==> config.mk <==
export PLATFORM = sky130hd
export DESIGN_NAME = alm_top
export DESIGN_NICKNAME = d
export VERILOG_FILES = /design/src/rtl/alm_pkg.sv /design/src/rtl/alm_sticky.sv /design/src/rtl/alm_top.sv
export VERILOG_INCLUDE_DIRS = /design/src /design/src/rtl
export SDC_FILE = /design/constraint.sdc
export NUM_CORES = 1
export LEC_CHECK = 0
export ABC_CLOCK_PERIOD_IN_PS = 2500
export BUFFER_PORTS_ARGS = -buffer_cell sky130_fd_sc_hd__buf_2
export CORE_MARGIN = 3
export CORE_UTILIZATION = 50
export CTS_CLUSTER_SIZE = 12
export DETAILED_ROUTE_END_ITERATION = 8
export GPL_ROUTABILITY_DRIVEN = 0
export PLACE_DENSITY = 0.76
export SYNTH_ARGS = -nofsm -noshare
export SYNTH_HDL_FRONTEND = slang
export SYNTH_SLANG_ARGS = --single-unit
==> constraint.sdc <==
create_clock -name MCLK -period 2.5 [get_ports MCLK]
set_clock_uncertainty 0.2 [all_clocks]
set_input_delay 0.375 -clock MCLK [delete_from_list [all_inputs] [get_ports MCLK]]
set_output_delay 0.375 -clock MCLK [all_outputs]
set_load 0.02 [all_outputs]
==> src/rtl/alm_defs.svh <==
// Register offsets, field positions and reset values of the alarm block
`ifndef ALM_DEFS_SVH
`define ALM_DEFS_SVH
`define ALM_IDX_SUMMARY 10'h2C0
`define ALM_IDX_STATUS 10'h2C1
`define ALM_IDX_MASK 10'h2C2
`define ALM_IDX_LANE 10'h2C4
`define ALM_IDX_CTRL 10'h2C8
`define ALM_IDX_IRQ_STAT 10'h2C9
`define ALM_IDX_IRQ_MASK 10'h2CA
`define ALM_BIT_FIFO 5
`define ALM_BIT_PLL 4
`define ALM_BIT_LINK 3
`define ALM_BIT_REALIGN 2
`define ALM_BIT_OSC 1
`define ALM_BIT_CLK 0
`define ALARM_MASK_RST 8'h3F
`define ALARM_STATUS_RST 6'h3F
`define ALM_LANE_RST 16'hFFFF
`define ALM_FLAG_MASK 8'h3F
`define ALM_IRQ_RST 2'h0
`define ALM_IRQ_FIFO 0
`define ALM_IRQ_LANE 1
`endif

==> src/rtl/alm_pkg.sv <==
// Types shared by the alarm block
package alm_pkg;
  typedef logic [5:0] alm_flags_t;
  typedef logic [15:0] alm_lanes_t;
endpackage : alm_pkg

==> src/rtl/alm_sticky.sv <==
// Sticky event bits with write-one-to-clear, set wins over clear
`timescale 1ns/1ns
module alm_sticky #(
  parameter int WIDTH = 16,
  parameter logic [WIDTH-1:0] RST_VAL = '1
) (
  input wire logic clk,
  input wire logic arst_n,
  input wire logic [WIDTH-1:0] set_i,
  input wire logic [WIDTH-1:0] clr_i,
  output logic [WIDTH-1:0] q_o
);
  logic [WIDTH-1:0] q_reg;
  logic [WIDTH-1:0] q_next;
  initial begin
    if (WIDTH < 1) $error("WIDTH must be positive");
  end
  always_comb begin
    q_next = (q_reg & ~clr_i) | set_i;
  end
  always_ff @(posedge clk or negedge arst_n) begin
    if (!arst_n) begin
      q_reg <= RST_VAL;
    end else begin
      q_reg <= q_next;
    end
  end
  assign q_o = q_reg;
endmodule : alm_sticky

==> src/rtl/alm_top.sv <==
// Alarm mask, status, summary and per-lane FIFO alarm register bank
// Function
// - Mask bit 5 set keeps the FIFO flag out of the summary alarm.
// - Mask bit 4 set keeps the PLL lock-lost flag out of the summary alarm.
// - Mask bit 3 set keeps the link flag out of the summary alarm.
// - Mask bit 2 set keeps the realignment flag out of the summary alarm.
// - Mask bit 1 set keeps the oscillator phase flag out of the summary alarm.
// - Mask bit 0 set keeps the clock divider flag out of the summary alarm.
// - The mask resets to 0x3F with bits 7:6 reserved.
// - Lane i overflow or underflow sets lane alarm bit i.
// - Writing one to a lane alarm bit clears it; zeros leave bits alone.
// - A lane condition still present sets its bit again at once.
// - Writing one to the FIFO flag clears all lane alarm bits.
// - The lane alarm register resets to all ones.
// - The summary bit is one when any unmasked status flag is set.
// - Any lane FIFO error sets the FIFO flag; writing one clears it.
// - All status flags are one after power-on or soft reset.
// - A select bit drives the summary alarm onto the calibration status pin.
//
// Register access over Wishbone is this design's own decision.
`timescale 1ns/1ns
`include "alm_defs.svh"
module alm_top #(
  parameter int LANES = 16
) (
  input wire logic MCLK,
  input wire logic ARST_N,
  input wire logic SOFT_RESET,
  input wire logic [31:0] WB_ADR_I,
  input wire logic [31:0] WB_DAT_I,
  output logic [31:0] WB_DAT_O,
  input wire logic [3:0] WB_SEL_I,
  input wire logic WB_WE_I,
  input wire logic WB_CYC_I,
  input wire logic WB_STB_I,
  output logic WB_ACK_O,
  output logic WB_ERR_O,
  input wire alm_pkg::alm_lanes_t LANE_FIFO_ERR,
  input wire logic PLL_UNLOCKED,
  input wire logic LINK_DOWN,
  input wire logic CLK_REALIGNED,
  input wire logic OSC_UPSET,
  input wire logic CLK_DIV_MISMATCH,
  output logic CAL_STATUS_PIN,
  output logic IRQ
);
  import alm_pkg::*;

  initial begin
    if (LANES != 16) $error("LANES must be 16");
  end

  function automatic logic [9:0] word_idx(input logic [31:0] adr);
    word_idx = adr[11:2];
  endfunction : word_idx

  // Three-stage synchronisers for all asynchronous alarm sources
  localparam int NSRC = 22;
  logic [NSRC-1:0] src_raw;
  logic [NSRC-1:0] s1_reg;
  logic [NSRC-1:0] s2_reg;
  logic [NSRC-1:0] s3_reg;
  logic [NSRC-1:0] src_reg;
  logic [NSRC-1:0] src_next;
  assign src_raw = {CLK_DIV_MISMATCH, OSC_UPSET, CLK_REALIGNED, LINK_DOWN, PLL_UNLOCKED,
                    SOFT_RESET, LANE_FIFO_ERR};
  genvar gi;
  generate
    for (gi = 0; gi < NSRC; gi++) begin : g_sync
      assign src_next[gi] = (s2_reg[gi] == s3_reg[gi]) ? s3_reg[gi] : src_reg[gi];
    end
  endgenerate
  always_ff @(posedge MCLK or negedge ARST_N) begin
    if (!ARST_N) begin
      s1_reg <= '0;
      s2_reg <= '0;
      s3_reg <= '0;
      src_reg <= '0;
    end else begin
      s1_reg <= src_raw;
      s2_reg <= s1_reg;
      s3_reg <= s2_reg;
      src_reg <= src_next;
    end
  end

  logic [15:0] lane_err;
  logic soft_rst;
  logic [5:0] cond;
  assign lane_err = src_reg[15:0];
  assign soft_rst = src_reg[16];
  assign cond = {|lane_err, src_reg[17], src_reg[18], src_reg[19], src_reg[20], src_reg[21]};

  // Bus decode
  logic req;
  logic wr;
  logic rd;
  logic [9:0] idx;
  logic hit;
  assign req = WB_CYC_I & WB_STB_I & ~WB_ACK_O & ~WB_ERR_O;
  assign idx = word_idx(WB_ADR_I);
  always_comb begin
    if (idx == `ALM_IDX_SUMMARY) hit = 1'b1;
    else if (idx == `ALM_IDX_STATUS) hit = 1'b1;
    else if (idx == `ALM_IDX_MASK) hit = 1'b1;
    else if (idx == `ALM_IDX_LANE) hit = 1'b1;
    else if (idx == `ALM_IDX_CTRL) hit = 1'b1;
    else if (idx == `ALM_IDX_IRQ_STAT) hit = 1'b1;
    else if (idx == `ALM_IDX_IRQ_MASK) hit = 1'b1;
    else hit = 1'b0;
  end
  assign wr = req & hit & WB_WE_I;
  assign rd = req & hit & ~WB_WE_I;

  // Control registers
  logic [7:0] mask_reg;
  logic [7:0] mask_next;
  logic cal_sel_reg;
  logic cal_sel_next;
  logic [1:0] irq_mask_reg;
  logic [1:0] irq_mask_next;
  always_comb begin
    mask_next = mask_reg;
    cal_sel_next = cal_sel_reg;
    irq_mask_next = irq_mask_reg;
    if (soft_rst) begin
      mask_next = `ALARM_MASK_RST;
    end else if (wr && WB_SEL_I[0]) begin
      if (idx == `ALM_IDX_MASK) mask_next = WB_DAT_I[7:0];
      else if (idx == `ALM_IDX_CTRL) cal_sel_next = WB_DAT_I[0];
      else if (idx == `ALM_IDX_IRQ_MASK) irq_mask_next = WB_DAT_I[1:0];
    end
  end
  always_ff @(posedge MCLK or negedge ARST_N) begin
    if (!ARST_N) begin
      mask_reg <= `ALARM_MASK_RST;
      cal_sel_reg <= 1'b0;
      irq_mask_reg <= `ALM_IRQ_RST;
    end else begin
      mask_reg <= mask_next;
      cal_sel_reg <= cal_sel_next;
      irq_mask_reg <= irq_mask_next;
    end
  end

  // Status flags and lane alarms: set beats clear
  logic stat_wr;
  logic lane_wr;
  logic [5:0] stat_clr;
  logic [5:0] stat_set;
  logic [15:0] lane_clr;
  logic [15:0] lane_set;
  alm_flags_t status;
  alm_lanes_t lanes;
  assign stat_wr = wr & WB_SEL_I[0] & (idx == `ALM_IDX_STATUS);
  assign lane_wr = wr & (idx == `ALM_IDX_LANE);
  assign stat_clr = stat_wr ? WB_DAT_I[5:0] : 6'h00;
  assign stat_set = soft_rst ? `ALARM_STATUS_RST : cond;
  assign lane_clr = (lane_wr ? (WB_DAT_I[15:0] & {{8{WB_SEL_I[1]}}, {8{WB_SEL_I[0]}}})
                    : 16'h0000)
                  | {16{stat_clr[`ALM_BIT_FIFO]}};
  assign lane_set = soft_rst ? `ALM_LANE_RST : lane_err;

  alm_sticky #(.WIDTH(6), .RST_VAL(`ALARM_STATUS_RST)) u_status (
    .clk(MCLK), .arst_n(ARST_N), .set_i(stat_set), .clr_i(stat_clr), .q_o(status));
  alm_sticky #(.WIDTH(16), .RST_VAL(`ALM_LANE_RST)) u_lanes (
    .clk(MCLK), .arst_n(ARST_N), .set_i(lane_set), .clr_i(lane_clr), .q_o(lanes));

  // Summary alarm, registered each cycle
  logic summary_reg;
  logic summary_next;
  always_comb begin
    summary_next = |(status & ~mask_reg[5:0]);
  end

  // Interrupt: FIFO error level and summary alarm rising-edge events, cleared by reading
  logic [1:0] ev;
  logic [1:0] irq_stat_reg;
  logic [1:0] irq_stat_next;
  assign ev[`ALM_IRQ_FIFO] = cond[`ALM_BIT_FIFO];
  assign ev[`ALM_IRQ_LANE] = summary_next & ~summary_reg;
  always_comb begin
    irq_stat_next = irq_stat_reg;
    if (rd && idx == `ALM_IDX_IRQ_STAT) irq_stat_next = 2'h0;
    irq_stat_next = irq_stat_next | ev;
  end

  // Bus answer, one cycle after request
  logic ack_reg;
  logic err_reg;
  logic [31:0] dat_reg;
  logic [31:0] dat_next;
  always_comb begin
    dat_next = dat_reg;
    if (rd) begin
      if (idx == `ALM_IDX_SUMMARY) dat_next = {31'h0, summary_reg};
      else if (idx == `ALM_IDX_STATUS) dat_next = {26'h0, status};
      else if (idx == `ALM_IDX_MASK) dat_next = {24'h0, mask_reg};
      else if (idx == `ALM_IDX_LANE) dat_next = {16'h0, lanes};
      else if (idx == `ALM_IDX_CTRL) dat_next = {31'h0, cal_sel_reg};
      else if (idx == `ALM_IDX_IRQ_STAT) dat_next = {30'h0, irq_stat_reg};
      else dat_next = {30'h0, irq_mask_reg};
    end
  end
  always_ff @(posedge MCLK or negedge ARST_N) begin
    if (!ARST_N) begin
      summary_reg <= 1'b0;
      irq_stat_reg <= `ALM_IRQ_RST;
      ack_reg <= 1'b0;
      err_reg <= 1'b0;
      dat_reg <= 32'h00000000;
    end else begin
      summary_reg <= summary_next;
      irq_stat_reg <= irq_stat_next;
      ack_reg <= req & hit;
      err_reg <= req & ~hit;
      dat_reg <= dat_next;
    end
  end
  assign WB_ACK_O = ack_reg;
  assign WB_ERR_O = err_reg;
  assign WB_DAT_O = dat_reg;
  assign CAL_STATUS_PIN = cal_sel_reg & summary_reg;
  assign IRQ = |(irq_stat_reg & irq_mask_reg);

  // Checks
  a_summary_masked: assert property (@(posedge MCLK) disable iff (!ARST_N)
    summary_reg == $past(summary_next))
    else $error("summary alarm wrong");
  a_fifo_mask: assert property (@(posedge MCLK) disable iff (!ARST_N)
    (mask_reg[5] && status[4:0] == 5'h0) |=> !summary_reg)
    else $error("masked fifo flag leaked");
  a_pll_mask: assert property (@(posedge MCLK) disable iff (!ARST_N)
    (status == 6'h10 && !mask_reg[4]) |=> summary_reg)
    else $error("pll flag not reported");
  a_all_masked: assert property (@(posedge MCLK) disable iff (!ARST_N)
    (mask_reg[5:0] == 6'h3F) |=> !summary_reg)
    else $error("all masked yet alarm");
  a_lane_set: assert property (@(posedge MCLK) disable iff (!ARST_N)
    lane_err[3] |=> lanes[3])
    else $error("lane alarm not set");
  a_lane_clear: assert property (@(posedge MCLK) disable iff (!ARST_N)
    (lane_wr && WB_SEL_I[0] && WB_DAT_I[0] && !lane_err[0] && !soft_rst) |=> !lanes[0])
    else $error("lane alarm not cleared");
  a_global_clear: assert property (@(posedge MCLK) disable iff (!ARST_N)
    (stat_clr[5] && lane_err == 16'h0 && !soft_rst) |=> lanes == 16'h0)
    else $error("global lane clear failed");
  a_fifo_flag: assert property (@(posedge MCLK) disable iff (!ARST_N)
    (|lane_err) |=> status[5])
    else $error("fifo flag not set");
  a_soft_reset: assert property (@(posedge MCLK) disable iff (!ARST_N)
    soft_rst |=> (status == 6'h3F && lanes == 16'hFFFF && mask_reg == 8'h3F))
    else $error("soft reset values wrong");
  a_cal_pin: assert property (@(posedge MCLK) disable iff (!ARST_N)
    !cal_sel_reg |-> !CAL_STATUS_PIN)
    else $error("cal pin driven unselected");
endmodule : alm_top

After elaboration in Yosys (flattened, before gate mapping)
Index checks and enable logic that the tools add are counted.
W data, S select, Z words.
{ "classes": {"n_eq_ne": 29, "mux": 21, "bitwise_logic": 32, "reduce_logical": 10} }
{ "op_table": {"columns": ["operator", "n"], "rows": [
  ["$mux W16", 6],
  ["$eq A10 B10 Y1 const B", 7],
  ["$and A16 B16 Y16", 2],
  ["$or A16 B16 Y16", 2],
  ["$mux W8", 3],
  ["$eq A1 B1 Y1", 22],
  ["$not A16 Y16", 1],
  ["$reduce_or A16 Y1", 1],
  ["$and A1 B1 Y1", 12],
  ["$and A6 B6 Y6", 2],
  ["$mux W6", 2],
  ["$not A6 Y6", 2],
  ["$not A1 Y1", 8],
  ["$mux W1", 7],
  ["$mux W2", 3],
  ["$or A6 B6 Y6", 1],
  ["$reduce_or A6 Y1", 1],
  ["$reduce_and A5 Y1", 1],
  ["$reduce_and A4 Y1", 1],
  ["$reduce_bool A2 Y1", 2],
  ["$and A2 B2 Y2", 1],
  ["$logic_and A1 B1 Y1", 2],
  ["$or A2 B2 Y2", 1],
  ["$reduce_and A2 Y1", 1],
  ["$reduce_or A2 Y1", 1]
]} }
{ "word_totals": {"reg_bits": 158, "input_bits": 95, "output_inout_bits": 36, "wordCells": 127} }

Depth between registers and ports, before layout
Gate-level depths: netlist of the first run.
{ "depth": {"ltp_word": 17, "ltp_mapped": 8, "ltp_nobuf": 5} }

Cells and area by module
A second synthesis of the first run with hierarchy kept.
{ "hier_totals": {"hier_cells": 438, "hier_area_um2": 5474.0} }
{ "modules_own_cells": {"columns": ["module", "instances", "cells_each", "area_per_inst_um2", "seq_area_each_um2"], "rows": [
  ["alm_top", 1, 372, 4648.2, 3010.4],
  ["alm_sticky at u_lanes", 1, 48, 600.6, 420.4],
  ["alm_sticky at u_status", 1, 18, 225.2, 157.7]
]} }

Worst setup path before layout of the first run
Ideal clock, no wire load.
{ "synth_path": {"kind": "register to register", "from": "reg err_reg, in the netlist WB_ERR_O", "to": "reg dat_reg[8], in the netlist WB_DAT_O[8]", "setup_time_ns": 0.128, "t_arrival_ns": 1.797, "required_time_ns": 2.172, "slack_ns": 0.375, "path_stages_with_launch": 8, "path_buffers": 2, "path_cell_list": "dfrtp_1 > and4bb_2 > nand4_4 > or3_1 > buf_2 > buf_2 > nand2_1 > o21ai_0"} }
{ "synth_via": {"elab_chain_cells": 4} }
{ "synth_lines": {"columns": ["item", "line", "rtl"], "rows": [
  ["start: declaration", "alm_top.sv:190", "logic err_reg;"],
  ["start signal: assignment", "alm_top.sv:216", "err_reg <= req & ~hit;"],
  ["$not A1 Y1", "alm_top.sv:100", "assign req = WB_CYC_I & WB_STB_I & ~WB_ACK_O & ~WB_ERR_O;"],
  ["$and A1 B1 Y1", "alm_top.sv:100", null],
  ["$and A1 B1 Y1 (2 in a row)", "alm_top.sv:113", "assign rd = req & hit & ~WB_WE_I;"],
  ["end signal: assignment", "alm_top.sv:217", "dat_reg <= dat_next;"],
  ["end: declaration", "alm_top.sv:191", "logic [31:0] dat_reg;"]
]} }
Every way passes these cells.
A chain may end at the register's enable or synchronous reset.

Final worst setup path of the first run
{ "layout_path": {"from": "reg ack_reg, in the netlist WB_ACK_O", "to": "reg u_lanes.q_reg[4], in the netlist u_lanes.q_o[4]"} }
{ "layout_via": {"elab_chain_cells": 12, "word_cells_on_any_way": 14, "cone_classes": "mux: 2; bitwise: 12"} }
{ "layout_lines": {"columns": ["item", "line", "rtl"], "rows": [
  ["start: declaration", "alm_top.sv:189", "logic ack_reg;"],
  ["start signal: assignment", "alm_top.sv:215", "ack_reg <= req & hit;"],
  ["$not A1 Y1 *", "alm_top.sv:100", null],
  ["$and A1 B1 Y1 * (2 in a row)", "alm_top.sv:100", null],
  ["$and A1 B1 Y1 * (2 in a row)", "alm_top.sv:112", "assign wr = req & hit & WB_WE_I;"],
  ["$and A1 B1 Y1 (2 in a row)", "alm_top.sv:155", "assign stat_wr = wr & WB_SEL_I[0] & (idx == `ALM_IDX_STATUS);"],
  ["$mux W6", "alm_top.sv:157", "assign stat_clr = stat_wr ? WB_DAT_I[5:0] : 6'h00;"],
  ["$or A16 B16 Y16 *", "alm_top.sv:159", "assign lane_clr = (lane_wr ? (WB_DAT_I[15:0] & {{8{WB_SEL_I[1]}}, {8{WB_SEL_I[0]}}})"],
  ["$not A16 Y16 *", "alm_sticky.sv:19", "q_next = (q_reg & ~clr_i) | set_i;"],
  ["$and A16 B16 Y16 *", "alm_sticky.sv:19", null],
  ["$or A16 B16 Y16 *", "alm_sticky.sv:19", null],
  ["net u_lanes.q_next[4]", "alm_sticky.sv:14", "logic [WIDTH-1:0] q_next;"],
  ["end signal: assignment", "alm_sticky.sv:25", "q_reg <= q_next;"],
  ["end: declaration", "alm_sticky.sv:13", "logic [WIDTH-1:0] q_reg;"]
]} }
The timed path passes the listed nets; every way through them passes the cells marked *.

==> impl_metrics.toml, run 1 <==
[run_status]
status = "completed"

[power_and_ir_drop]
internal_power_mw = 3.98
p_per_area_nw_per_um2 = 771
p_sw_share_pct = 23.0
power_frac_clock_pct = 47.4
p_sw_mw = 1.19
combPwrFrac_pct = 5.1
power_frac_seq_pct = 47.5
p_total_mw = 5.17
ir_drop_uv = 436
p_leak_nw = 2.94

[timing]
rsz0062_at_grt = "false"
setup_ws_ns = 0.227
hold_viol = 0
fin_crit_ns = 2.27
fin_tns_setup_ns = 0
worst_pin_slew_ns = 0.527
fin_crit_sh_pct = 90.9
drv_slew = 0
clock.fmax_mhz = 440
max-slew-margin-rel_pct = 64.7
finalSetupViolCount = 0

[global_routing]
antenna_found_initial = 0
grt_pass1_wl_microns = 18000
grt_start_max_net_pins = 59
grt_pass1_vias = 3633
track_usage_pct = 19.9
grt.overflow.total = 0

[worst_hold_path]
holdCritPathClass = "in2reg"

[placed_design]
pre_cts_ws_ns = 0.0843
port-buffer-count = 74
dpl_cell_area_sq_um = 5780
dp_hpwl_microns = 7290

[synthesis]
synthCells = 388
synth.top_cell.area_share_pct = 54.0
synth_seq_area_share_pct = 67.9
syn_area_sq_um = 5290
synth_top_cell_by_area = "dfrtp_1"
synthArstFlopShare_pct = 100
ys_types = 54
yosys_warnings = 0
synth_seq_cells = 142
synth_edf_count = 0
yosys-top-cells-area = "dfrtp_1 (54%), dfstp_2 (14%), maj3_1 (4.2%)"
syn_area_per_cell_sq_um = 13.6
synth-main-ff-cell = "dfrtp_1"

[final_layout]
fin_area_sq_um = 6710
final_cell_mix = "dfrtp_1 (114), buf_2 (73), nand2_1 (48), dlygate4sd3_1 (34), dfstp_2 (28)"
fin_nets = 604
drive_above_1_share_pct = 30.8
diodes = 0
layout_commonest_cell = "dfrtp_1"
final_util_pct = 66.8
fill_cells = 696
syn_to_final_growth_pct = 26.9

[floorplanning]
fp.dieH_microns = 109
die-area_sq_um = 11800
fp.coreArea_sq_um = 10000
die_w_microns = 109
rows = 36
ios = 131
start_util_pct = 52.6

[clock_tree]
cts_max_level = 4
numCtsBuffers = 17
clock_latency_ns = 0.51
cts_tree = "done"
cts.repair.resized = 0
cts.sinks = 142
path_clk_slew_ns = 0.06
root_buffer = "clkbuf_8"
clock_tree.buffer_depth = 2

[worst_setup_path]
critPathMaxFanout = 8
cpLargestDelayFamily = "simple AND/OR/NAND/NOR gates"
slowest_delay_ns = 0.53
cp.required_ns = 2.73
r2r_setup_slack_ns = 0.23
cp_slowest_cell = "nor4b_4"
cp.arrival_ns = 2.50
cp_cell_sequence = "and4bb_2 -> nand4_4 -> buf_4 -> nor4b_4 -> nand2_1 -> a311o_1"
critPathCaptureType = "flip-flop"
cp-start-kind = "flip-flop"
critPathBufInv = 1
worstSetupPathType = "reg2reg"

[job]
cap_viol_max_count = 0

[drt]
drtPass1Iterations = 5
vias = 3505
first_iter_violations = 252
drc = 0
drtAntennaViolNets = 0
drt-wirelength-per-cell_microns = 16.5
via_per_inst = 5.35
wl_microns = 10800
==> power by group through the flow <==
stage,Clock [mW],Combinational (mW),Sequential [mW]
6_report,2.45,0.266,2.46
5_1_grt,2.60,0.294,2.47
4_1_cts,2.49,0.267,2.46
3_5_place_dp,0,0.225,2.49
3_3_place_gp,0,0.217,2.49
2_1_floorplan,0,0.126,2.47
==> synthesized netlist by cell type (3+ instances only) <==
cell type	count
clkbuf_1	5
o22a_1	6
nand4_1	3
maj3_1	22
buf_4	17
o22ai_1	5
nor2_1	4
dfstp_2	28
a222oi_1	3
o21ai_0	17
nor3_1	3
mux2_2	4
a211o_1	6
dfrtp_1	114
a311o_1	16
nand3_1	3
inv_1	14
nor4_1	5
buf_2	10
a221oi_1	3
nand2_1	48
and3_1	3
a21oi_1	6
==> area by class of cell <==
type	instances	area, sq um	share of cell area (%)
Clock buffer	19	432	6.44
Clock inverter	13	155	2.31
Inverter	14	52.6	0.784
Multi-Input combinational cell	214	1490	22.3
Sequential cell	142	3590	53.5
Tap cell	133	166	2.48
Timing Repair Buffer	120	820	12.2
==> cell families (layout without fill, tap and decap cells) <==
logic type / count (synthesis) / count (layout) / synth area share [%]
mux: 6 / 6 / 1.23
buf+inv: 47 / 166 / 4.92
other cells: 1 / 16 / 0.0710
simple gates: 95 / 95 / 10.9
fa+ha+maj: 22 / 22 / 4.17
flops: 142 / 142 / 67.9
compound gates: 74 / 74 / 10.6
xor+xnor: 1 / 1 / 0.166
==> through the flow <==
| stage | instances | hold slack, ns |
|---|---|---|
| floorplan | 403 | -0.121 |
| global placement | 589 | 0.0618 |
| detailed placement | 589 | 0.0639 |
| CTS | 655 | 0.00734 |
| global route | 655 | 0.0140 |
| finish | 655 | 0.0256 |
==> tightest hold or removal path, cell delays in order <==
cell     delay, ns
buf_2         0.10
nand2_1       0.06
a311o_1       0.17
==> final timing paths <==
| check | start | end | cells past startpoint |
|---|---|---|---|
| setup / recovery | WB_ACK_O | u_lanes.q_o[4] | 6 |
| hold / removal | WB_DAT_I[13] | u_lanes.q_o[13] | 3 |
| setup reg to reg | WB_ACK_O | u_lanes.q_o[4] | 6 |
| hold reg to reg | s1_reg[5] | s2_reg[5] | 0 |
| max in group asynchronous | ARST_N | u_lanes.q_o[15] | 3 |
| min in group asynchronous | ARST_N | s1_reg[6] | 2 |
==> per-layer routing <==
metal  vias up  GRT usage (%)  share of wire, %
li1       1612              -                 -
met1      1735           25.5                43
met2       143           33.5                49
met3        15           4.74               6.6
met4         0           6.31               1.2
met5         -              0                 0
==> timing repair <==
item / CTS / global route
buffers inserted: 0 / 0
hold buffers: 34 / 0
hold endpoints to repair: 166 / 0
Power figures use the tool's default switching activity.
==> run 2: changes to the inputs <==
- CORE_MARGIN: 3 -> 1.5
==> run 2 against run 1 <==
Die area fell by 5.4%. Critical path depth unchanged. Sequential power barely moved. Sequential share of layout area down 0.59 points. Cell count rose by 1.1%. Critical endpoint is now u_lanes.q_o[5]. Global-route usage up 1.5 points. Clock power increased by 6%. First-iteration DRC count shrank 4.4%.
==> impl_metrics.toml, run 2 (synthesized netlist as in run 1, its figures left out) <==
[floorplanning]
ios = 131
die_w_microns = 106
die-area_sq_um = 11200
fp.dieH_microns = 106
fp.coreArea_sq_um = 10300
rows = 37
start_util_pct = 51.4

[timing]
fin_crit_sh_pct = 92.6
rsz0062_at_grt = "false"
hold_ws_ns = 0.0312
max-slew-margin-rel_pct = 60.4
hold_viol = 0
fin_tns_setup_ns = 0
finalSetupViolCount = 0
setup_ws_ns = 0.185
drv_slew = 0
fin_crit_ns = 2.31
clock.fmax_mhz = 432
worst_pin_slew_ns = 0.595

[clock_tree]
cts_max_level = 4
path_clk_slew_ns = 0.06
clock_latency_ns = 0.52
clock_tree.buffer_depth = 2
ctsHoldBuffers = 38
post_cts_buffers = 0
numCtsBuffers = 17
cts.repair.resized = 0
cts.sinks = 142
cts_tree = "done"
root_buffer = "clkbuf_8"

[global_routing]
track_usage_pct = 21.4
antenna_found_initial = 0
grt_start_max_net_pins = 66
grt.overflow.total = 0
grt_pass1_vias = 3657
grt_pass1_wl_microns = 18100

[worst_setup_path]
cp-start-kind = "flip-flop"
critPathCaptureType = "flip-flop"
cp.required_ns = 2.74
cp_cell_sequence = "and4bb_2 -> nand4_4 -> buf_4 -> nor4b_4 -> nand2_1 -> a311o_1"
r2r-start = "WB_ERR_O"
cp.arrival_ns = 2.55
slowest_delay_ns = 0.55
rr_endpoint = "u_lanes.q_o[5]"
worstSetupPathType = "reg2reg"
r2r.worst_path.cells = 6
cp_slowest_cell = "nor4b_4"
r2r_setup_slack_ns = 0.19
critPathMaxFanout = 8

[placed_design]
dp_hpwl_microns = 7020
port-buffer-count = 74
pre_cts_ws_ns = 0.0745

[power_and_ir_drop]
p_leak_nw = 2.98
p_total_mw = 5.32
ir_drop_uv = 569
p_per_area_nw_per_um2 = 784

[worst_hold_path]
holdCritPathClass = "in2reg"
holdPathStages = 3
min_from = "WB_DAT_I[15]"
worstHoldEndpoint = "u_lanes.q_o[15]"

[drt]
first_iter_violations = 241
wl_microns = 11000
drtPass1Iterations = 4
drt-wirelength-per-cell_microns = 16.6
drtAntennaViolNets = 0
via_per_inst = 5.35
vias = 3544
drc = 0

[final_layout]
drive_above_1_share_pct = 30.8
register_area_sq_um = 3590
syn_to_final_growth_pct = 28.3
fill_cells = 732
multi_input_area_sq_um = 1490
diodes = 0
layout_commonest_cell = "dfrtp_1"
final_cell_mix = "dfrtp_1 (114), buf_2 (73), nand2_1 (48), dlygate4sd3_1 (38), dfstp_2 (28)"
fin_nets = 608

[job]
cap_viol_max_count = 0

[run_status]
status = "completed"
-- run 2: worst max-delay path by stage --
| stage | slack [ns] | cells after the start | to | startpoint |
|---|---|---|---|---|
| after floorplan | 0.37 | 7 | WB_DAT_O[8] | WB_ERR_O |
| after global placement | 0.12 | 7 | u_lanes.q_o[7] | WB_ADR_I[6] |
| after detailed placement | 0.07 | 7 | u_lanes.q_o[3] | WB_ADR_I[6] |
| final | 0.19 | 6 | u_lanes.q_o[5] | WB_ERR_O |
| after CTS | 0.22 | 6 | u_lanes.q_o[5] | WB_ERR_O |
| after global routing | 0.12 | 6 | u_lanes.q_o[7] | WB_ERR_O |
-- run 2: per-layer routing --
layer | global-route usage (%) | routed length, microns | vias up
met5 | 0 | 0 | -
met4 | 10.5 | 229 | 0
met3 | 6.49 | 705 | 22
met2 | 33.3 | 5360 | 148
met1 | 27.4 | 4680 | 1752
li1 | - | - | 1622
-- run 2: cell type report --
type / count / share of cell area, %
clock inverters: 14 / 2.80
inverters: 14 / 0.775
clock buffers: 18 / 6.31
multi-input cells: 214 / 22.0
flip-flops and latches: 142 / 52.9
repair buffers: 124 / 12.7
well taps: 136 / 2.51
-- run 2: metrics by stage --
step	instances	util [%]	cell area, sq um
3_5_place_dp	592	56.3	5780
5_1_grt	662	66.0	6780
3_3_place_gp	592	56.3	5780
6_report	662	66.0	6780
2_1_floorplan	403	-	5340
4_1_cts	662	66.0	6780
-- run 2: critical path, delay by kind of cell (launching register included) --
family,cells,cell delay (ns)
flops,1,0.37
buf+inv,1,0.18
simple gates,4,1.09
compound gates,1,0.40
-- run 2: power by group --
| group | total, mW | internal [mW] | switching [mW] | leakage [nW] |
|---|---|---|---|---|
| combinational | 0.271 | 0.122 | 0.149 | 1.02 |
| sequential | 2.46 | 2.39 | 0.0635 | 1.66 |
| clock | 2.59 | 1.65 | 0.944 | 0.301 |
==> run 3: changes to the inputs <==
--- a/config.mk
+++ b/config.mk
@@ -7,5 +7,5 @@
 export NUM_CORES = 1
 export LEC_CHECK = 0
-export ABC_CLOCK_PERIOD_IN_PS = 2500
+export ABC_CLOCK_PERIOD_IN_PS = 3000
 export BUFFER_PORTS_ARGS = -buffer_cell sky130_fd_sc_hd__buf_2
 export CORE_MARGIN = 1.5
==> constraint.sdc (replaced) <==
create_clock -name MCLK -period 3 [get_ports MCLK]
set_clock_uncertainty 0.2 [all_clocks]
set_input_delay 0.6 -clock MCLK [delete_from_list [all_inputs] [get_ports MCLK]]
set_output_delay 0.6 -clock MCLK [all_outputs]
set_load 0.02 [all_outputs]
==> run 3 against run 2 <==
Worst setup slack improved by 0.53 ns. Clock power decreased by 24%. Sequential share of layout area increased by 2.0 points. Utilization decreased by 2.4 points. Largest power group is now sequential cells. Non-clock buffer count decreased by 21. Highest routed layer is now met5. Wire length decreased by 3.5%. Largest cell class unchanged. Global-route usage decreased by 0.89 points. Count of clock-buffer cells in the layout increased by 3. Via count decreased by 2.7%.
==> impl_metrics.toml, run 3 (synthesized netlist as in run 1, its figures left out) <==
[clock_tree]
ctsHoldBuffers = 23
path_clk_slew_ns = 0.06
post_cts_buffers = 0
cts_max_level = 4
clock_latency_ns = 0.51
cts.repair.resized = 0
root_buffer = "clkbuf_8"
numCtsBuffers = 17
clock_tree.buffer_depth = 2
cts_tree = "done"
cts.sinks = 142

[final_layout]
register_area_sq_um = 3590
syn_to_final_growth_pct = 23.7
multi_input_area_sq_um = 1490
layout_commonest_cell = "dfrtp_1"
diodes = 0
fin_nets = 587
final_cell_mix = "dfrtp_1 (114), buf_2 (73), nand2_1 (48), dfstp_2 (28), dlygate4sd3_1 (23)"
fill_cells = 767
fin_cells = 641
drive_above_1_share_pct = 30.7

[timing]
setup_ws_ns = 0.711
clock.fmax_mhz = 437
hold_ws_ns = 0.147
worst_pin_slew_ns = 0.929
hold_viol = 0
fin_crit_sh_pct = 76.3
fin_crit_ns = 2.29
rsz0062_at_grt = "false"
max-slew-margin-rel_pct = 38.1
finalSetupViolCount = 0
drv_slew = 0
fin_tns_setup_ns = 0

[power_and_ir_drop]
p_leak_nw = 2.86
p_per_area_nw_per_um2 = 644
p_total_mw = 4.21
ir_drop_uv = 399

[worst_setup_path]
critPathCaptureType = "flip-flop"
cp-start-kind = "flip-flop"
critPathMaxFanout = 8
cp.required_ns = 3.22
cp.arrival_ns = 2.51
worstSetupPathType = "reg2reg"

[drt]
drc = 0
vias = 3450
wl_microns = 10600
drtAntennaViolNets = 0
drt-wirelength-per-cell_microns = 16.5
via_per_inst = 5.38
first_iter_violations = 347
drtPass1Iterations = 6

[global_routing]
grt_start_max_net_pins = 69
grt_pass1_vias = 3469
track_usage_pct = 20.5
antenna_found_initial = 2
grt.overflow.total = 0
grt_pass1_wl_microns = 17600

[floorplanning]
ios = 131
fp.coreArea_sq_um = 10300
die-area_sq_um = 11200
die_w_microns = 106
fp.dieH_microns = 106
rows = 37
start_util_pct = 51.4

[placed_design]
dp_hpwl_microns = 6950
pre_cts_ws_ns = 0.373
port-buffer-count = 74
place_inst = 586

[job]
cap_viol_max_count = 0

[worst_hold_path]
holdCritPathClass = "reg2reg"

[run_status]
status = "completed"
[run 3: per-layer routing]
layer | part of all wire (%) | up-vias | GRT usage [%] | routed length, microns
li1 | - | 1571 | - | -
met1 | 43 | 1695 | 27.7 | 4560
met2 | 47 | 162 | 31.9 | 5000
met3 | 7.7 | 20 | 6.06 | 814
met4 | 1.8 | 2 | 6.95 | 187
met5 | 0.11 | - | 0 | 12
[run 3: final timing paths]
check / start / slack (ns) / end / cells past startpoint
setup / recovery: WB_ERR_O / 0.71 / u_lanes.q_o[5] / 5
hold / removal: s1_reg[17] / 0.15 / s2_reg[17] / 0
setup reg to reg: WB_ERR_O / 0.71 / u_lanes.q_o[5] / 5
hold reg to reg: s1_reg[17] / 0.15 / s2_reg[17] / 0
max in group asynchronous: ARST_N / 1.37 / u_lanes.q_o[5] / 3
min in group asynchronous: ARST_N / 0.47 / s1_reg[2] / 2
[run 3: final cells by class]
type                    count  share of cell area [%]
repair buffers            103                    10.2
clock inverters            11                    1.67
inverters                  14                   0.804
well taps                 136                    2.60
flip-flops and latches    142                    54.9
multi-input cells         214                    22.8
clock buffers              21                    7.03
[run 3: report_power, final]
part	switching, mW	total, mW	internal (mW)
Sequential	0.0592	2.05	1.99
Combinational	0.112	0.197	0.0854
Clock	0.787	1.96	1.17
[run 3: stage by stage]
stage | util [%] | cell area, sq um
after floorplan | - | 5340
after global placement | 55.8 | 5740
after detailed placement | 55.8 | 5740
after CTS | 63.6 | 6540
after global routing | 63.6 | 6540
final | 63.6 | 6540
[run 3: critical path, stage by stage (launching register included)]
cell and delay [ns]:
dfrtp_1 0.37, and4bb_2 0.34, nand4_4 0.16, nor4b_4 0.62
nand2_1 0.13, a311o_1 0.39
